--- config.mk ---
export PLATFORM = sky130hd
export DESIGN_NAME = tsa_slot_assigner
export DESIGN_NICKNAME = d
export VERILOG_FILES = /design/src/tsa_pkg.sv /design/src/tsa_slot_assigner.sv
export VERILOG_INCLUDE_DIRS = /design/src
export SDC_FILE = /design/constraint.sdc
export NUM_CORES = 1
export LEC_CHECK = 0
export BUFFER_PORTS_ARGS = -buffer_cell sky130_fd_sc_hd__buf_2
export CELL_PAD_IN_SITES_DETAIL_PLACEMENT = 1
export CELL_PAD_IN_SITES_GLOBAL_PLACEMENT = 1
export CORE_MARGIN = 4
export CORE_UTILIZATION = 49
export DETAILED_ROUTE_END_ITERATION = 7
export PLACE_DENSITY = 0.82
export SETUP_SLACK_MARGIN = 0.02
export SLEW_MARGIN = 20
export SYNTH_ARGS = -nofsm -noshare
export SYNTH_HDL_FRONTEND = slang
export SYNTH_SLANG_ARGS = --single-unit
--- constraint.sdc ---
create_clock -name clock_i -period 3.1 [get_ports clock_i]
set_clock_uncertainty 0.1 [all_clocks]
set_input_delay 0.155 -clock clock_i [delete_from_list [all_inputs] [get_ports clock_i]]
set_output_delay 0.155 -clock clock_i [all_outputs]
set_load 0.05 [all_outputs]
--- src/tsa_map.svh ---
// Constant map of the time slot assigner: word fields, counts and reset values
`ifndef TSA_MAP_SVH
`define TSA_MAP_SVH

`define TSA_WORD_BITS 8
`define TSA_MODE_FIRST 7
`define TSA_MODE_SECOND 6
`define TSA_SLOT_MSB 5
`define TSA_SLOT_LSB 0
`define TSA_CTRL_MSB 7
`define TSA_CTRL_LSB 5
`define TSA_ADDR_MSB 4
`define TSA_ADDR_LSB 0
`define TSA_BIT_LAST 3'h7
`define TSA_SLOT_SHIFT 3
`define TSA_ACK_DELAY 2'h3
`define TSA_CNT_IDLE 10'h200
`define TSA_CNT_FIRST 10'h000
`define TSA_CTRL_RESET 3'h0
`define TSA_SLOT_RESET 6'h00
`define TSA_PD_RESET 1'b1

`endif

--- src/tsa_pkg.sv ---
// Types shared by the time slot assigner
package tsa_pkg;

   typedef enum logic [1:0] {
      TSA_MODE_BOTH = 2'h0,
      TSA_MODE_TX = 2'h1,
      TSA_MODE_RX = 2'h2,
      TSA_MODE_IDLE = 2'h3
   } tsa_mode_type;

   typedef enum logic [1:0] {
      TSA_ACK_IDLE = 2'h0,
      TSA_ACK_WAIT = 2'h1,
      TSA_ACK_LOW = 2'h3
   } tsa_ack_state_type;

endpackage : tsa_pkg

--- src/tsa_slot_assigner.sv ---
// Per-channel time slot assigner with serial programming port
// Notes on behaviour
// - Serial input bits are sampled on the falling serial clock edge.
// - Port pins are asynchronous; all are synchronised before use.
// - Mode word: two mode bits first, then six slot bits.
// - Address word: three line control bits first, then five address bits.
// - Both words shift together on the same serial clock edges.
// - Full variant accepts only when address equals identity inputs.
// - Ring clear high forces line control bit two to zero.
// - Acknowledge low three data clocks after next frame sync, released on following one.
// - Only the accepting device pulls the acknowledge low.
// - Data clock divided by eight gives the slot rate.
// - Full variant times both directions from data clock a.
// - Compact variant times receive slots from data clock b.
// - Frame sync rising edges fix slot zero of each frame.
// - Data clock edge meeting frame sync rise is bit zero of slot zero.
// - Transmit and receive slot zero may differ by whole bits.
// - Each slot enable is high eight data clocks once per frame.
// - Slot position is slot number times eight clocks after frame sync.
// - Accepted data loads line control; mode selects which slot registers load.
// - Accepted slot data becomes active on next transmit frame sync rise.
// - Compact variant accepts whenever chip select is high, no address check.
// - Compact power down output high unless mode both ones, then low.
// - Compact hook bus carries inverted hook input in transmit slot, even disabled.
`include "tsa_map.svh"
`timescale 1ns/10ps
`default_nettype none

module tsa_slot_assigner #(
   parameter bit FULL_FEATURE = 1'b1
) (
   input wire logic clock_i,
   input wire logic rstn_i,
   input wire logic ce_i,
   input wire logic serial_clock_i,
   input wire logic chip_select_i,
   input wire logic mode_slot_serial_in_i,
   input wire logic addr_ctrl_serial_in_i,
   input wire logic [4:0] hardwired_identity_inputs_i,
   input wire logic ring_control_clear_i,
   input wire logic bit_rate_clock_a_i,
   input wire logic bit_rate_clock_b_i,
   input wire logic tx_frame_sync_i,
   input wire logic rx_frame_sync_i,
   input wire logic hook_state_in_i,
   output logic tx_slot_enable_o,
   output logic rx_slot_enable_o,
   output logic line_ctrl_bit_zero_o,
   output logic line_ctrl_bit_one_o,
   output logic line_ctrl_bit_two_o,
   output logic line_power_down_n_o,
   output logic accept_ack_n_o,
   output logic accept_ack_oe_n_o,
   output logic hook_state_bus_n_o,
   output logic hook_state_bus_oe_n_o
);
   import tsa_pkg::*;

   function automatic logic [9:0] next_count(input logic [9:0] cnt,
                                             input logic sync_edge,
                                             input logic run);
      logic [9:0] res;
      res = cnt;
      if (!run) begin
         res = `TSA_CNT_IDLE;
      end else if (sync_edge) begin
         res = `TSA_CNT_FIRST;
      end else if (!cnt[9]) begin
         res = cnt + 10'h001;
      end
      return res;
   endfunction : next_count

   function automatic logic slot_hit(input logic [9:0] cnt, input logic [5:0] slot);
      return (cnt >> `TSA_SLOT_SHIFT) == {4'h0, slot};
   endfunction : slot_hit

   logic [14:0] pins_raw;
   logic [14:0] meta_q;
   logic [14:0] sync_q;

   assign pins_raw = {hardwired_identity_inputs_i, hook_state_in_i, ring_control_clear_i,
                      rx_frame_sync_i, tx_frame_sync_i, bit_rate_clock_b_i,
                      bit_rate_clock_a_i, addr_ctrl_serial_in_i, mode_slot_serial_in_i,
                      chip_select_i, serial_clock_i};

   always_ff @(posedge clock_i or negedge rstn_i) begin
      if (!rstn_i) begin
         meta_q <= '0;
         sync_q <= '0;
      end else if (ce_i) begin
         meta_q <= pins_raw;
         sync_q <= meta_q;
      end
   end

   logic sclk_s;
   logic cs_s;
   logic di_s;
   logic ad_s;
   logic clka_s;
   logic clkb_s;
   logic fst_s;
   logic fsr_s;
   logic ring_s;
   logic hook_s;
   logic [4:0] id_s;

   assign sclk_s = sync_q[0];
   assign cs_s = sync_q[1];
   assign di_s = sync_q[2];
   assign ad_s = sync_q[3];
   assign clka_s = sync_q[4];
   assign clkb_s = sync_q[5];
   assign fst_s = sync_q[6];
   assign fsr_s = sync_q[7];
   assign ring_s = sync_q[8];
   assign hook_s = sync_q[9];
   assign id_s = sync_q[14:10];

   logic sclk_prev_q;
   logic clka_prev_q;
   logic clkb_prev_q;
   logic fst_prev_q;
   logic fsr_prev_q;
   logic sclk_fall;
   logic a_step;
   logic rx_step;
   logic fst_rise;
   logic fsr_rise;

   assign sclk_fall = ce_i & sclk_prev_q & ~sclk_s;
   assign a_step = ce_i & clka_s & ~clka_prev_q;
   assign rx_step = FULL_FEATURE ? a_step : (ce_i & clkb_s & ~clkb_prev_q);
   // sync rise seen on a data clock edge
   assign fst_rise = a_step & fst_s & ~fst_prev_q;
   assign fsr_rise = rx_step & fsr_s & ~fsr_prev_q;

   always_ff @(posedge clock_i or negedge rstn_i) begin
      if (!rstn_i) begin
         sclk_prev_q <= 1'b0;
         clka_prev_q <= 1'b0;
         clkb_prev_q <= 1'b0;
      end else if (ce_i) begin
         sclk_prev_q <= sclk_s;
         clka_prev_q <= clka_s;
         clkb_prev_q <= clkb_s;
      end
   end

   // Syncs are sampled only on data clock edges, as the codec sees them
   always_ff @(posedge clock_i or negedge rstn_i) begin
      if (!rstn_i) begin
         fst_prev_q <= 1'b0;
         fsr_prev_q <= 1'b0;
      end else begin
         if (a_step) begin
            fst_prev_q <= fst_s;
         end
         if (rx_step) begin
            fsr_prev_q <= fsr_s;
         end
      end
   end

   logic [2:0] bit_cnt_q;
   logic [7:0] mode_sr_q;
   logic [7:0] ad_sr_q;
   logic [7:0] mode_nx;
   logic [7:0] ad_nx;
   logic word_done;
   logic addr_match;

   assign mode_nx = {mode_sr_q[6:0], di_s};
   assign ad_nx = {ad_sr_q[6:0], ad_s};
   assign word_done = sclk_fall & cs_s & (bit_cnt_q == `TSA_BIT_LAST);
   // address check only in the full variant
   assign addr_match = !FULL_FEATURE ||
                       (ad_nx[`TSA_ADDR_MSB:`TSA_ADDR_LSB] == id_s);

   // both words shift on the falling edge
   always_ff @(posedge clock_i or negedge rstn_i) begin
      if (!rstn_i) begin
         bit_cnt_q <= 3'h0;
         mode_sr_q <= 8'h00;
         ad_sr_q <= 8'h00;
      end else if (ce_i) begin
         if (!cs_s) begin
            bit_cnt_q <= 3'h0;
         end else if (sclk_fall) begin
            mode_sr_q <= mode_nx;
            ad_sr_q <= ad_nx;
            bit_cnt_q <= bit_cnt_q + 3'h1;
         end
      end
   end

   logic pend_q;
   logic [7:0] pend_word_q;
   logic [2:0] pend_ctrl_q;
   logic commit;
   tsa_mode_type pend_mode;

   assign commit = fst_rise & pend_q;
   assign pend_mode = tsa_mode_type'(pend_word_q[`TSA_MODE_FIRST:`TSA_MODE_SECOND]);

   // A new word wins over a clear in the same cycle
   always_ff @(posedge clock_i or negedge rstn_i) begin
      if (!rstn_i) begin
         pend_q <= 1'b0;
         pend_word_q <= 8'h00;
         pend_ctrl_q <= `TSA_CTRL_RESET;
      end else if (ce_i) begin
         if (word_done && addr_match) begin
            pend_q <= 1'b1;
            pend_word_q <= mode_nx;
            pend_ctrl_q <= ad_nx[`TSA_CTRL_MSB:`TSA_CTRL_LSB];
         end else if (!cs_s || fst_rise) begin
            pend_q <= 1'b0;
         end
      end
   end

   logic [5:0] tx_slot_q;
   logic [5:0] rx_slot_q;
   logic [5:0] tx_slot_d;
   logic [5:0] rx_slot_d;
   logic tx_run_q;
   logic rx_run_q;
   logic tx_run_d;
   logic rx_run_d;
   logic tx_valid_q;
   logic tx_valid_d;

   // mode applied at the transmit frame sync
   always_comb begin
      tx_slot_d = tx_slot_q;
      rx_slot_d = rx_slot_q;
      tx_run_d = tx_run_q;
      rx_run_d = rx_run_q;
      tx_valid_d = tx_valid_q;
      if (commit) begin
         unique case (pend_mode)
            TSA_MODE_BOTH: begin
               tx_slot_d = pend_word_q[`TSA_SLOT_MSB:`TSA_SLOT_LSB];
               rx_slot_d = pend_word_q[`TSA_SLOT_MSB:`TSA_SLOT_LSB];
               tx_run_d = 1'b1;
               rx_run_d = 1'b1;
               tx_valid_d = 1'b1;
            end
            TSA_MODE_TX: begin
               tx_slot_d = pend_word_q[`TSA_SLOT_MSB:`TSA_SLOT_LSB];
               tx_run_d = 1'b1;
               tx_valid_d = 1'b1;
            end
            TSA_MODE_RX: begin
               rx_slot_d = pend_word_q[`TSA_SLOT_MSB:`TSA_SLOT_LSB];
               rx_run_d = 1'b1;
            end
            TSA_MODE_IDLE: begin
               tx_run_d = 1'b0;
               rx_run_d = 1'b0;
            end
         endcase
      end
   end

   always_ff @(posedge clock_i or negedge rstn_i) begin
      if (!rstn_i) begin
         tx_slot_q <= `TSA_SLOT_RESET;
         rx_slot_q <= `TSA_SLOT_RESET;
         tx_run_q <= 1'b0;
         rx_run_q <= 1'b0;
         tx_valid_q <= 1'b0;
      end else if (ce_i) begin
         tx_slot_q <= tx_slot_d;
         rx_slot_q <= rx_slot_d;
         tx_run_q <= tx_run_d;
         rx_run_q <= rx_run_d;
         tx_valid_q <= tx_valid_d;
      end
   end

   logic [9:0] tx_cnt_q;
   logic [9:0] rx_cnt_q;
   logic [9:0] tx_cnt_nx;
   logic [9:0] rx_cnt_nx;
   logic tx_cnt_run;

   // Compact hook bus still needs the transmit slot while idle
   assign tx_cnt_run = tx_run_d | (!FULL_FEATURE & tx_valid_d);
   // bit counters, slot = count / 8, saturating after slot 63
   assign tx_cnt_nx = next_count(tx_cnt_q, fst_rise, tx_cnt_run);
   assign rx_cnt_nx = next_count(rx_cnt_q, fsr_rise, rx_run_d);

   always_ff @(posedge clock_i or negedge rstn_i) begin
      if (!rstn_i) begin
         tx_cnt_q <= `TSA_CNT_IDLE;
         tx_slot_enable_o <= 1'b0;
      end else if (a_step) begin
         tx_cnt_q <= tx_cnt_nx;
         tx_slot_enable_o <= tx_run_d & slot_hit(tx_cnt_nx, tx_slot_d);
      end
   end

   always_ff @(posedge clock_i or negedge rstn_i) begin
      if (!rstn_i) begin
         rx_cnt_q <= `TSA_CNT_IDLE;
         rx_slot_enable_o <= 1'b0;
      end else if (rx_step) begin
         rx_cnt_q <= rx_cnt_nx;
         rx_slot_enable_o <= rx_run_d & slot_hit(rx_cnt_nx, rx_slot_d);
      end
   end

   always_ff @(posedge clock_i or negedge rstn_i) begin
      if (!rstn_i) begin
         line_ctrl_bit_zero_o <= 1'b0;
         line_ctrl_bit_one_o <= 1'b0;
         line_ctrl_bit_two_o <= 1'b0;
         line_power_down_n_o <= `TSA_PD_RESET;
      end else if (ce_i) begin
         if (commit) begin
            line_ctrl_bit_two_o <= pend_ctrl_q[2];
            line_ctrl_bit_one_o <= pend_ctrl_q[1];
            line_ctrl_bit_zero_o <= pend_ctrl_q[0];
            // power down low only for idle mode
            line_power_down_n_o <= (pend_mode != TSA_MODE_IDLE);
         end
         if (ring_s) begin
            line_ctrl_bit_two_o <= 1'b0;
         end
      end
   end

   tsa_ack_state_type ack_state_q;
   logic [1:0] ack_cnt_q;

   // Open-drain pins only ever pull low; the value bit is constant
   assign accept_ack_n_o = 1'b0;
   assign hook_state_bus_n_o = 1'b0;

   always_ff @(posedge clock_i or negedge rstn_i) begin
      if (!rstn_i) begin
         ack_state_q <= TSA_ACK_IDLE;
         ack_cnt_q <= 2'h0;
         accept_ack_oe_n_o <= 1'b1;
      end else if (ce_i) begin
         unique case (ack_state_q)
            TSA_ACK_IDLE: begin
               if (commit) begin
                  ack_state_q <= TSA_ACK_WAIT;
                  ack_cnt_q <= `TSA_ACK_DELAY;
               end
            end
            TSA_ACK_WAIT: begin
               if (a_step) begin
                  ack_cnt_q <= ack_cnt_q - 2'h1;
                  if (ack_cnt_q == 2'h1) begin
                     ack_state_q <= TSA_ACK_LOW;
                     accept_ack_oe_n_o <= 1'b0;
                  end
               end
            end
            TSA_ACK_LOW: begin
               if (fst_rise) begin
                  accept_ack_oe_n_o <= 1'b1;
                  ack_state_q <= commit ? TSA_ACK_WAIT : TSA_ACK_IDLE;
                  ack_cnt_q <= `TSA_ACK_DELAY;
               end
            end
            default: begin
               ack_state_q <= TSA_ACK_IDLE;
               accept_ack_oe_n_o <= 1'b1;
            end
         endcase
      end
   end

   // compact variant only: hook bus pulled low when hook input high in transmit slot
   always_ff @(posedge clock_i or negedge rstn_i) begin
      if (!rstn_i) begin
         hook_state_bus_oe_n_o <= 1'b1;
      end else if (ce_i) begin
         hook_state_bus_oe_n_o <= !(!FULL_FEATURE && tx_valid_q && hook_s &&
                                    slot_hit(tx_cnt_q, tx_slot_q));
      end
   end

   // Helper counters for the checks below
   logic [3:0] txe_len_q;
   logic [3:0] since_fst_q;

   always_ff @(posedge clock_i or negedge rstn_i) begin
      if (!rstn_i) begin
         txe_len_q <= 4'h0;
         since_fst_q <= 4'hf;
      end else begin
         if (!tx_slot_enable_o) begin
            txe_len_q <= 4'h0;
         end else if (a_step) begin
            txe_len_q <= txe_len_q + 4'h1;
         end
         if (fst_rise) begin
            since_fst_q <= 4'h0;
         end else if (a_step && since_fst_q != 4'hf) begin
            since_fst_q <= since_fst_q + 4'h1;
         end
      end
   end
endmodule : tsa_slot_assigner

`default_nettype wire

==> impl_metrics.yaml, run 1 <==
final_layout:
  fin_cells: 592
  fin_nets: 481
  areaGrowthSynthToFinish_pct: 12.4
  layout-drive-gt1-share_pct: 26.1
  diodes: 0
  fillCellCount: 988
  utilization_pct: 57.6
setup_path:
  worstSetupPathType: "reg2reg"
  worstSetupStartpointType: "flop"
  required_ps: 3260
  worst_ep_arrival_time_ps: 2780
  cpPeakStageDelay_ps: 610
  cpMaxStageDelayCell: "o41ai_1"
  worst-path-max-fanout: 17
  crit_path_end_kind: "flop"
  worstPathCellList: "nand3b_4, o41ai_1, nand2_1, o21ai_1, o21ai_0, mux2_2"
yosys:
  synthFlopType: "dfrtp_1"
  ys_types: 49
  synth-adder-area-share_pct: 1.30
  yosysTopAreaCell: "dfrtp_1"
  synth_top_cell_area_share_pct: 51.8
  yosysWarningCount: 0
  avgSynthCellArea_um2: 11.6
  synth_xor_area_share_pct: 4.17
  synth_compound_area_share_pct: 9.95
  synthTopCellsByArea: "dfrtp_1, mux2_2, nand2_1"
  ys_seq_elements: 104
  synth_mux_area_share_pct: 16.0
  synth-simple-area-share_pct: 11.5
  synthArstFlopShare_pct: 100
  ys_seq_area_share_pct: 54.0
  synth_edf_count: 0
  syn-cell-area_mm2: 0.00483
  synth_top_family_by_area: "multiplexers"
  synthCells: 416
clocking:
  insertion_delay_ps: 370
  post_cts_buffers: 0
  clockBufferDepth: 2
  htree_levels: 3
  cts.sinks: 104
  cts-root-buf: "clkbuf_8"
  cts_tree: "built"
  clkTransAtPathRegs_ps: 100
  cts_hold_buf: 14
  cts_resized: 0
  cts_buffers: 9
floorplan:
  core-area_mm2: 0.00942
  die_y_um: 107
  pin_count: 28
  dieArea_mm2: 0.0115
  initial_core_util_pct: 51.3
  die_x_um: 107
  fp-row-count: 35
sta:
  slew_viol_final: 0
  min_period_ps: 2620
  timing.fmax_mhz: 382
  finalHoldViolCount: 0
  setup_viol: 0
  relSlewSlack_pct: 37.2
  tightest_slew_ps: 943
  worst_slack_ps: 481
  tns_ps: 0
  rsz0062_at_grt: "false"
  post-route-period-util_pct: 84.5
run_status:
  status: "complete, no violations"
pwr:
  peakVddDrop_uv: 428
  p_sw_w: 0.000771
  pwr-share-seq_pct: 58.3
  internal-power_w: 0.00197
  finalPower_w: 0.00275
  power_frac_comb_pct: 13.1
  clock_power_share_pct: 28.6
  leakage_nw: 2.50
  powerDensity_mw_per_mm2: 506
  p_sw_share_pct: 28.1
route:
  wl_mm: 10.8
  antenna_left: 0
  via_per_inst: 5.65
  vias: 3343
  drtIter0Drc: 161
  wl_per_cell_um: 18.2
  drc_errors: 0
  detailedRoute.firstPassIterationCount: 4
flow_run:
  max_cap_viol_count: 0
worst_hold_path:
  min-delay-path-class: "in2reg"
global_routing:
  grt_pass1_vias: 3607
  grt_max_degree: 75
  grt_util_met2_pct: 35.1
  grt_pass1_wl_mm: 18.4
  antenna_found_initial: 0
  grt_use_total_pct: 20.4
  grt_use_met3_pct: 4.32
  grt-busiest-layer: "met2"
  overflow: 0
  met1_usage_pct: 25.8
placement:
  hpwl_mm: 7.78
  gp_congestion: 0.821
  place_inst: 562
  post-place-ws_ps: 506
  portBuffers: 22
==> final timing paths <==
check / depth (start not counted) / slack [ps] / endpoint / startpoint
max in group asynchronous: 3 / 1700 / ad_sr_q[4]$_DFFE_PN0P_ / rstn_i
min in group asynchronous: 2 / 370 / rx_cnt_q[4]$_DFFE_PN0N_ / rstn_i
max: 6 / 480 / rx_cnt_q[0]$_DFFE_PN0P_ / clka_prev_q$_DFFE_PN0P_
max reg2reg: 6 / 480 / rx_cnt_q[0]$_DFFE_PN0P_ / clka_prev_q$_DFFE_PN0P_
min: 3 / 210 / tx_cnt_q[3]$_DFFE_PN0N_ / ce_i
min reg2reg: 1 / 360 / line_ctrl_bit_two_o$_DFFE_PN0P_ / sync_q[8]$_DFFE_PN0P_
==> state kept, by name, indices dropped and copies added, names as in the netlist, 2 cells and up <==
register / flops
rx_cnt_q: 10
mode_sr_q: 7
tx_cnt_q: 10
ack_cnt_q: 2
pend_ctrl_q: 3
rx_slot_q: 6
tx_slot_q: 6
pend_word_q: 8
ad_sr_q: 7
sync_q: 13
bit_cnt_q: 3
meta_q: 13
ack_state_q: 2
==> stage by stage <==
step / hold slack (ps) / cell area [um^2]
after floorplan: -241 / 4830
after global placement: 252 / 5110
after detailed placement: 263 / 5110
after CTS: 189 / 5430
after global routing: 216 / 5430
final: 207 / 5430
==> synthesized netlist by cell type, drive strengths merged, types with 7 or more instances <==
library cell and count:
a22o 7, o21ai 24, nand2 47, nor2 18, xnor2 16, nand2b 7
mux2 63, inv 16, dfrtp 100, xor2 7, a21oi 15, clkbuf 11
==> final cells by class <==
class | count | area [um^2] | share of cell area [%]
timing repair buffer | 47 | 335 | 6.18
clock buffer | 9 | 124 | 2.28
sequential | 104 | 2610 | 48.1
tap | 129 | 161 | 2.98
multi-input combinational | 280 | 2080 | 38.4
clock inverter | 7 | 53.8 | 0.992
inverter | 16 | 60.1 | 1.11
==> routing by layer <==
layer | vias up | share of wire, %
met3 | 14 | 2.8
met5 | - | 0
met1 | 1724 | 44
met2 | 49 | 52
met4 | 0 | 1.5
li1 | 1556 | -
==> cell families (layout without fill, tap and decap cells) <==
group / count (synthesis) / in the layout
simple gates: 107 / 107
flops: 104 / 104
compound gates: 73 / 73
mux: 69 / 69
buf+inv: 33 / 79
xor+xnor: 23 / 23
fa+ha+maj: 5 / 5
other cells: 2 / 3
==> worst max-delay path, delay by kind of cell (launching register included) <==
family           cells  cell delay (ps)
AO/OA/AOI/OAI        3             1180
flip-flops           1              410
multiplexers         1              300
AND/OR/NAND/NOR      2              510
==> power by group through the flow <==
stage / Clock [W] / Sequential [W] / Combinational, W
2_1_floorplan: 0 / 0.00159 / 0.000249
3_3_place_gp: 0 / 0.00161 / 0.000319
3_5_place_dp: 0 / 0.00163 / 0.000346
4_1_cts: 0.000813 / 0.00161 / 0.000365
5_1_grt: 0.000873 / 0.00162 / 0.000401
6_report: 0.000784 / 0.00160 / 0.000360
==> cell usage in the layout (no fill, tap or decap), types with 4 or more instances in the layout <==
master / n
dfrtp_1: 100
mux2_2: 62
nand2_1: 47
o21ai_0: 23
buf_2: 21
nor2_1: 18
inv_1: 16
xnor2_1: 16
a21oi_1: 15
dlygate4sd3_1: 14
buf_4: 12
clkbuf_8: 9
nand2b_1: 7
xor2_1: 7
a22o_1: 7
mux2i_1: 6
o31ai_1: 6
nand3_1: 6
nand4_1: 5
nand4b_1: 5
a31oi_1: 5
ha_1: 5
nor3_1: 4
o41ai_1: 4
dfstp_2: 4
No activity file was read; power rests on OpenSTA's default activity.
==> run 2, diff against run 1 <==
CORE_UTILIZATION = 44   (was 49)
PLACE_DENSITY = 0.78   (was 0.82)
clock period = 2.1 ns   (was 3.1 ns; I/O delays follow)
==> run 2 against run 1 <==
The flow now finishes with violations (negative setup slack). Sequential cell count stayed put. Worst setup slack got worse by 660 ps. Via count is 7.6% higher. Non-clock buffer count grew 47. Combinational power grew 82%. Cell count is 9.3% higher. Critical path depth rose by 1. Count of clock-buffer cells in the layout did not move. Worst hold slack worse by 120 ps. Global-route usage is 0.58 points lower. Wire length grew 17%. Utilization decreased by 1.0 points. Highest routed layer unchanged.
==> impl_metrics.yaml, run 2 (synthesis gave the netlist of run 1 again) <==
clocking:
  cts_tree: "built"
  cts-root-buf: "clkbuf_8"
  cts_buffers: 9
  clockBufferDepth: 2
  clkTransAtPathRegs_ps: 110
  htree_levels: 3
  cts.sinks: 104
  insertion_delay_ps: 380
pwr:
  peakVddDrop_uv: 439
  leakage_nw: 2.76
  powerDensity_mw_per_mm2: 717
  finalPower_w: 0.00427
route:
  antenna_left: 0
  via_per_inst: 5.56
  wl_mm: 12.6
  drc_errors: 0
  wl_per_cell_um: 19.5
  detailedRoute.firstPassIterationCount: 4
  drtIter0Drc: 194
  vias: 3598
sta:
  slew_viol_final: 0
  setup_viol: 3
  tightest_slew_ps: 504
  relSlewSlack_pct: 66.2
  timing.fmax_mhz: 439
  min_period_ps: 2280
  finalHoldViolCount: 0
  worst_slack_ps: -175
  post-route-period-util_pct: 108
  rsz0062_at_grt: "true"
final_layout:
  layout_commonest_cell: "dfrtp_1"
  fin_nets: 529
  layout-drive-gt1-share_pct: 36.4
  top_regs: "meta_q: 13 flops, sync_q: 13 flops"
  areaGrowthSynthToFinish_pct: 23.3
  final_cell_mix: "dfrtp_1, mux2_2, buf_4"
  diodes: 0
  fin_area_mm2: 0.00595
  utilization_pct: 56.6
floorplan:
  core-area_mm2: 0.0105
  initial_core_util_pct: 45.9
  dieArea_mm2: 0.0127
  die_y_um: 113
  fp-row-count: 37
  pin_count: 28
  die_x_um: 113
global_routing:
  grt_pass1_vias: 3931
  grt_max_degree: 51
  antenna_found_initial: 0
  grt_pass1_wl_mm: 20.1
  overflow: 0
  grt_use_total_pct: 19.8
worst_hold_path:
  min-delay-path-class: "in2async"
setup_path:
  worst_ep_arrival_time_ps: 2450
  worstSetupStartpointType: "flop"
  worst-path-max-fanout: 5
  crit_path_end_kind: "flop"
  required_ps: 2280
  worstSetupPathType: "reg2reg"
placement:
  gp_congestion: 0.815
  portBuffers: 22
  post_dp_cell_area_mm2: 0.00546
  hpwl_mm: 8.48
run_status:
  violations: "negative setup slack"
  status: "finished, violations left"
flow_run:
  max_cap_viol_count: 0
## run 2: cell types whose count changed in the layout (fill, tap and decap cells not counted), moves of 3 or more
| cell | before | now |
|---|---|---|
| buf_4 | 12 | 57 |
| mux2i_1 | 6 | 3 |
| mux2i_2 | 0 | 3 |
| nor2_1 | 18 | 15 |
| o21ai_0 | 23 | 20 |
## run 2: critical path, stage by stage, from the launching register on
cell and delay [ps]:
dfrtp_1 410, nand3b_4 190, nor4_4 270, buf_4 190, mux2_4 330, xnor2_1 190
o2111ai_1 140, o41ai_2 360
## run 2: path summary, 6_finish.rpt
check                                                  end  depth (start not counted)                    start  slack, ps
max                           tx_slot_enable_o$_DFFE_PN0N_                          7  clka_prev_q$_DFFE_PN0P_       -180
min                                rx_cnt_q[1]$_DFFE_PN0P_                          2                   rstn_i         90
max reg2reg                   tx_slot_enable_o$_DFFE_PN0N_                          7  clka_prev_q$_DFFE_PN0P_       -180
min reg2reg                         fsr_prev_q$_DFFE_PN0N_                          2   fsr_prev_q$_DFFE_PN0N_        390
max in group asynchronous            meta_q[4]$_DFFE_PN0P_                          3                   rstn_i       1120
min in group clock_i       line_ctrl_bit_two_o$_DFFE_PN0P_                          3                     ce_i        150
## run 2: metrics by stage
stage | setup slack [ps] | hold slack (ps) | std cells | TNS, ps
after floorplan | -88.2 | -291 | 417 | -108
after global placement | -38.9 | -53.9 | 611 | -81.4
after detailed placement | -197 | -43.7 | 611 | -1030
after CTS | -182 | 82.0 | 643 | -367
after global routing | -265 | 103 | 647 | -804
final | -175 | 88.0 | 647 | -336
## run 2: power by group
| part | internal [W] | switching [W] |
|---|---|---|
| logic | 0.000334 | 0.000322 |
| clock network | 0.000457 | 0.000778 |
| registers | 0.00220 | 0.000174 |
| total | 0.00299 | 0.00127 |
## run 2: per-layer routing
| metal | share of wire [%] | GRT usage [%] | wire length [um] |
|---|---|---|---|
| met1 | 44 | 24.9 | 5520 |
| met2 | 51 | 34.7 | 6380 |
| met3 | 3.1 | 3.37 | 396 |
| met4 | 2.3 | 6.65 | 295 |
| met5 | 0 | 0 | 0 |
## run 2: area by class of cell
type,count,area [um^2]
well taps,136,170
flip-flops and latches,104,2610
clock buffers,9,124
inverters,16,60.1
clock inverters,7,63.8
repair buffers,94,704
fillers,1106,4560
multi-input cells,281,2220
## run 2: what timing repair did
| item | CTS | global route |
|---|---|---|
| setup buffers | 2 | 3 |
| endpoints found under the hold margin | 115 | 0 |
| hold buffers | 14 | 0 |
| cloned | 0 | 1 |
| pin swaps | 2 | 4 |
| gates resized for setup | 8 | 17 |
| setup endpoints to repair | 11 | 26 |
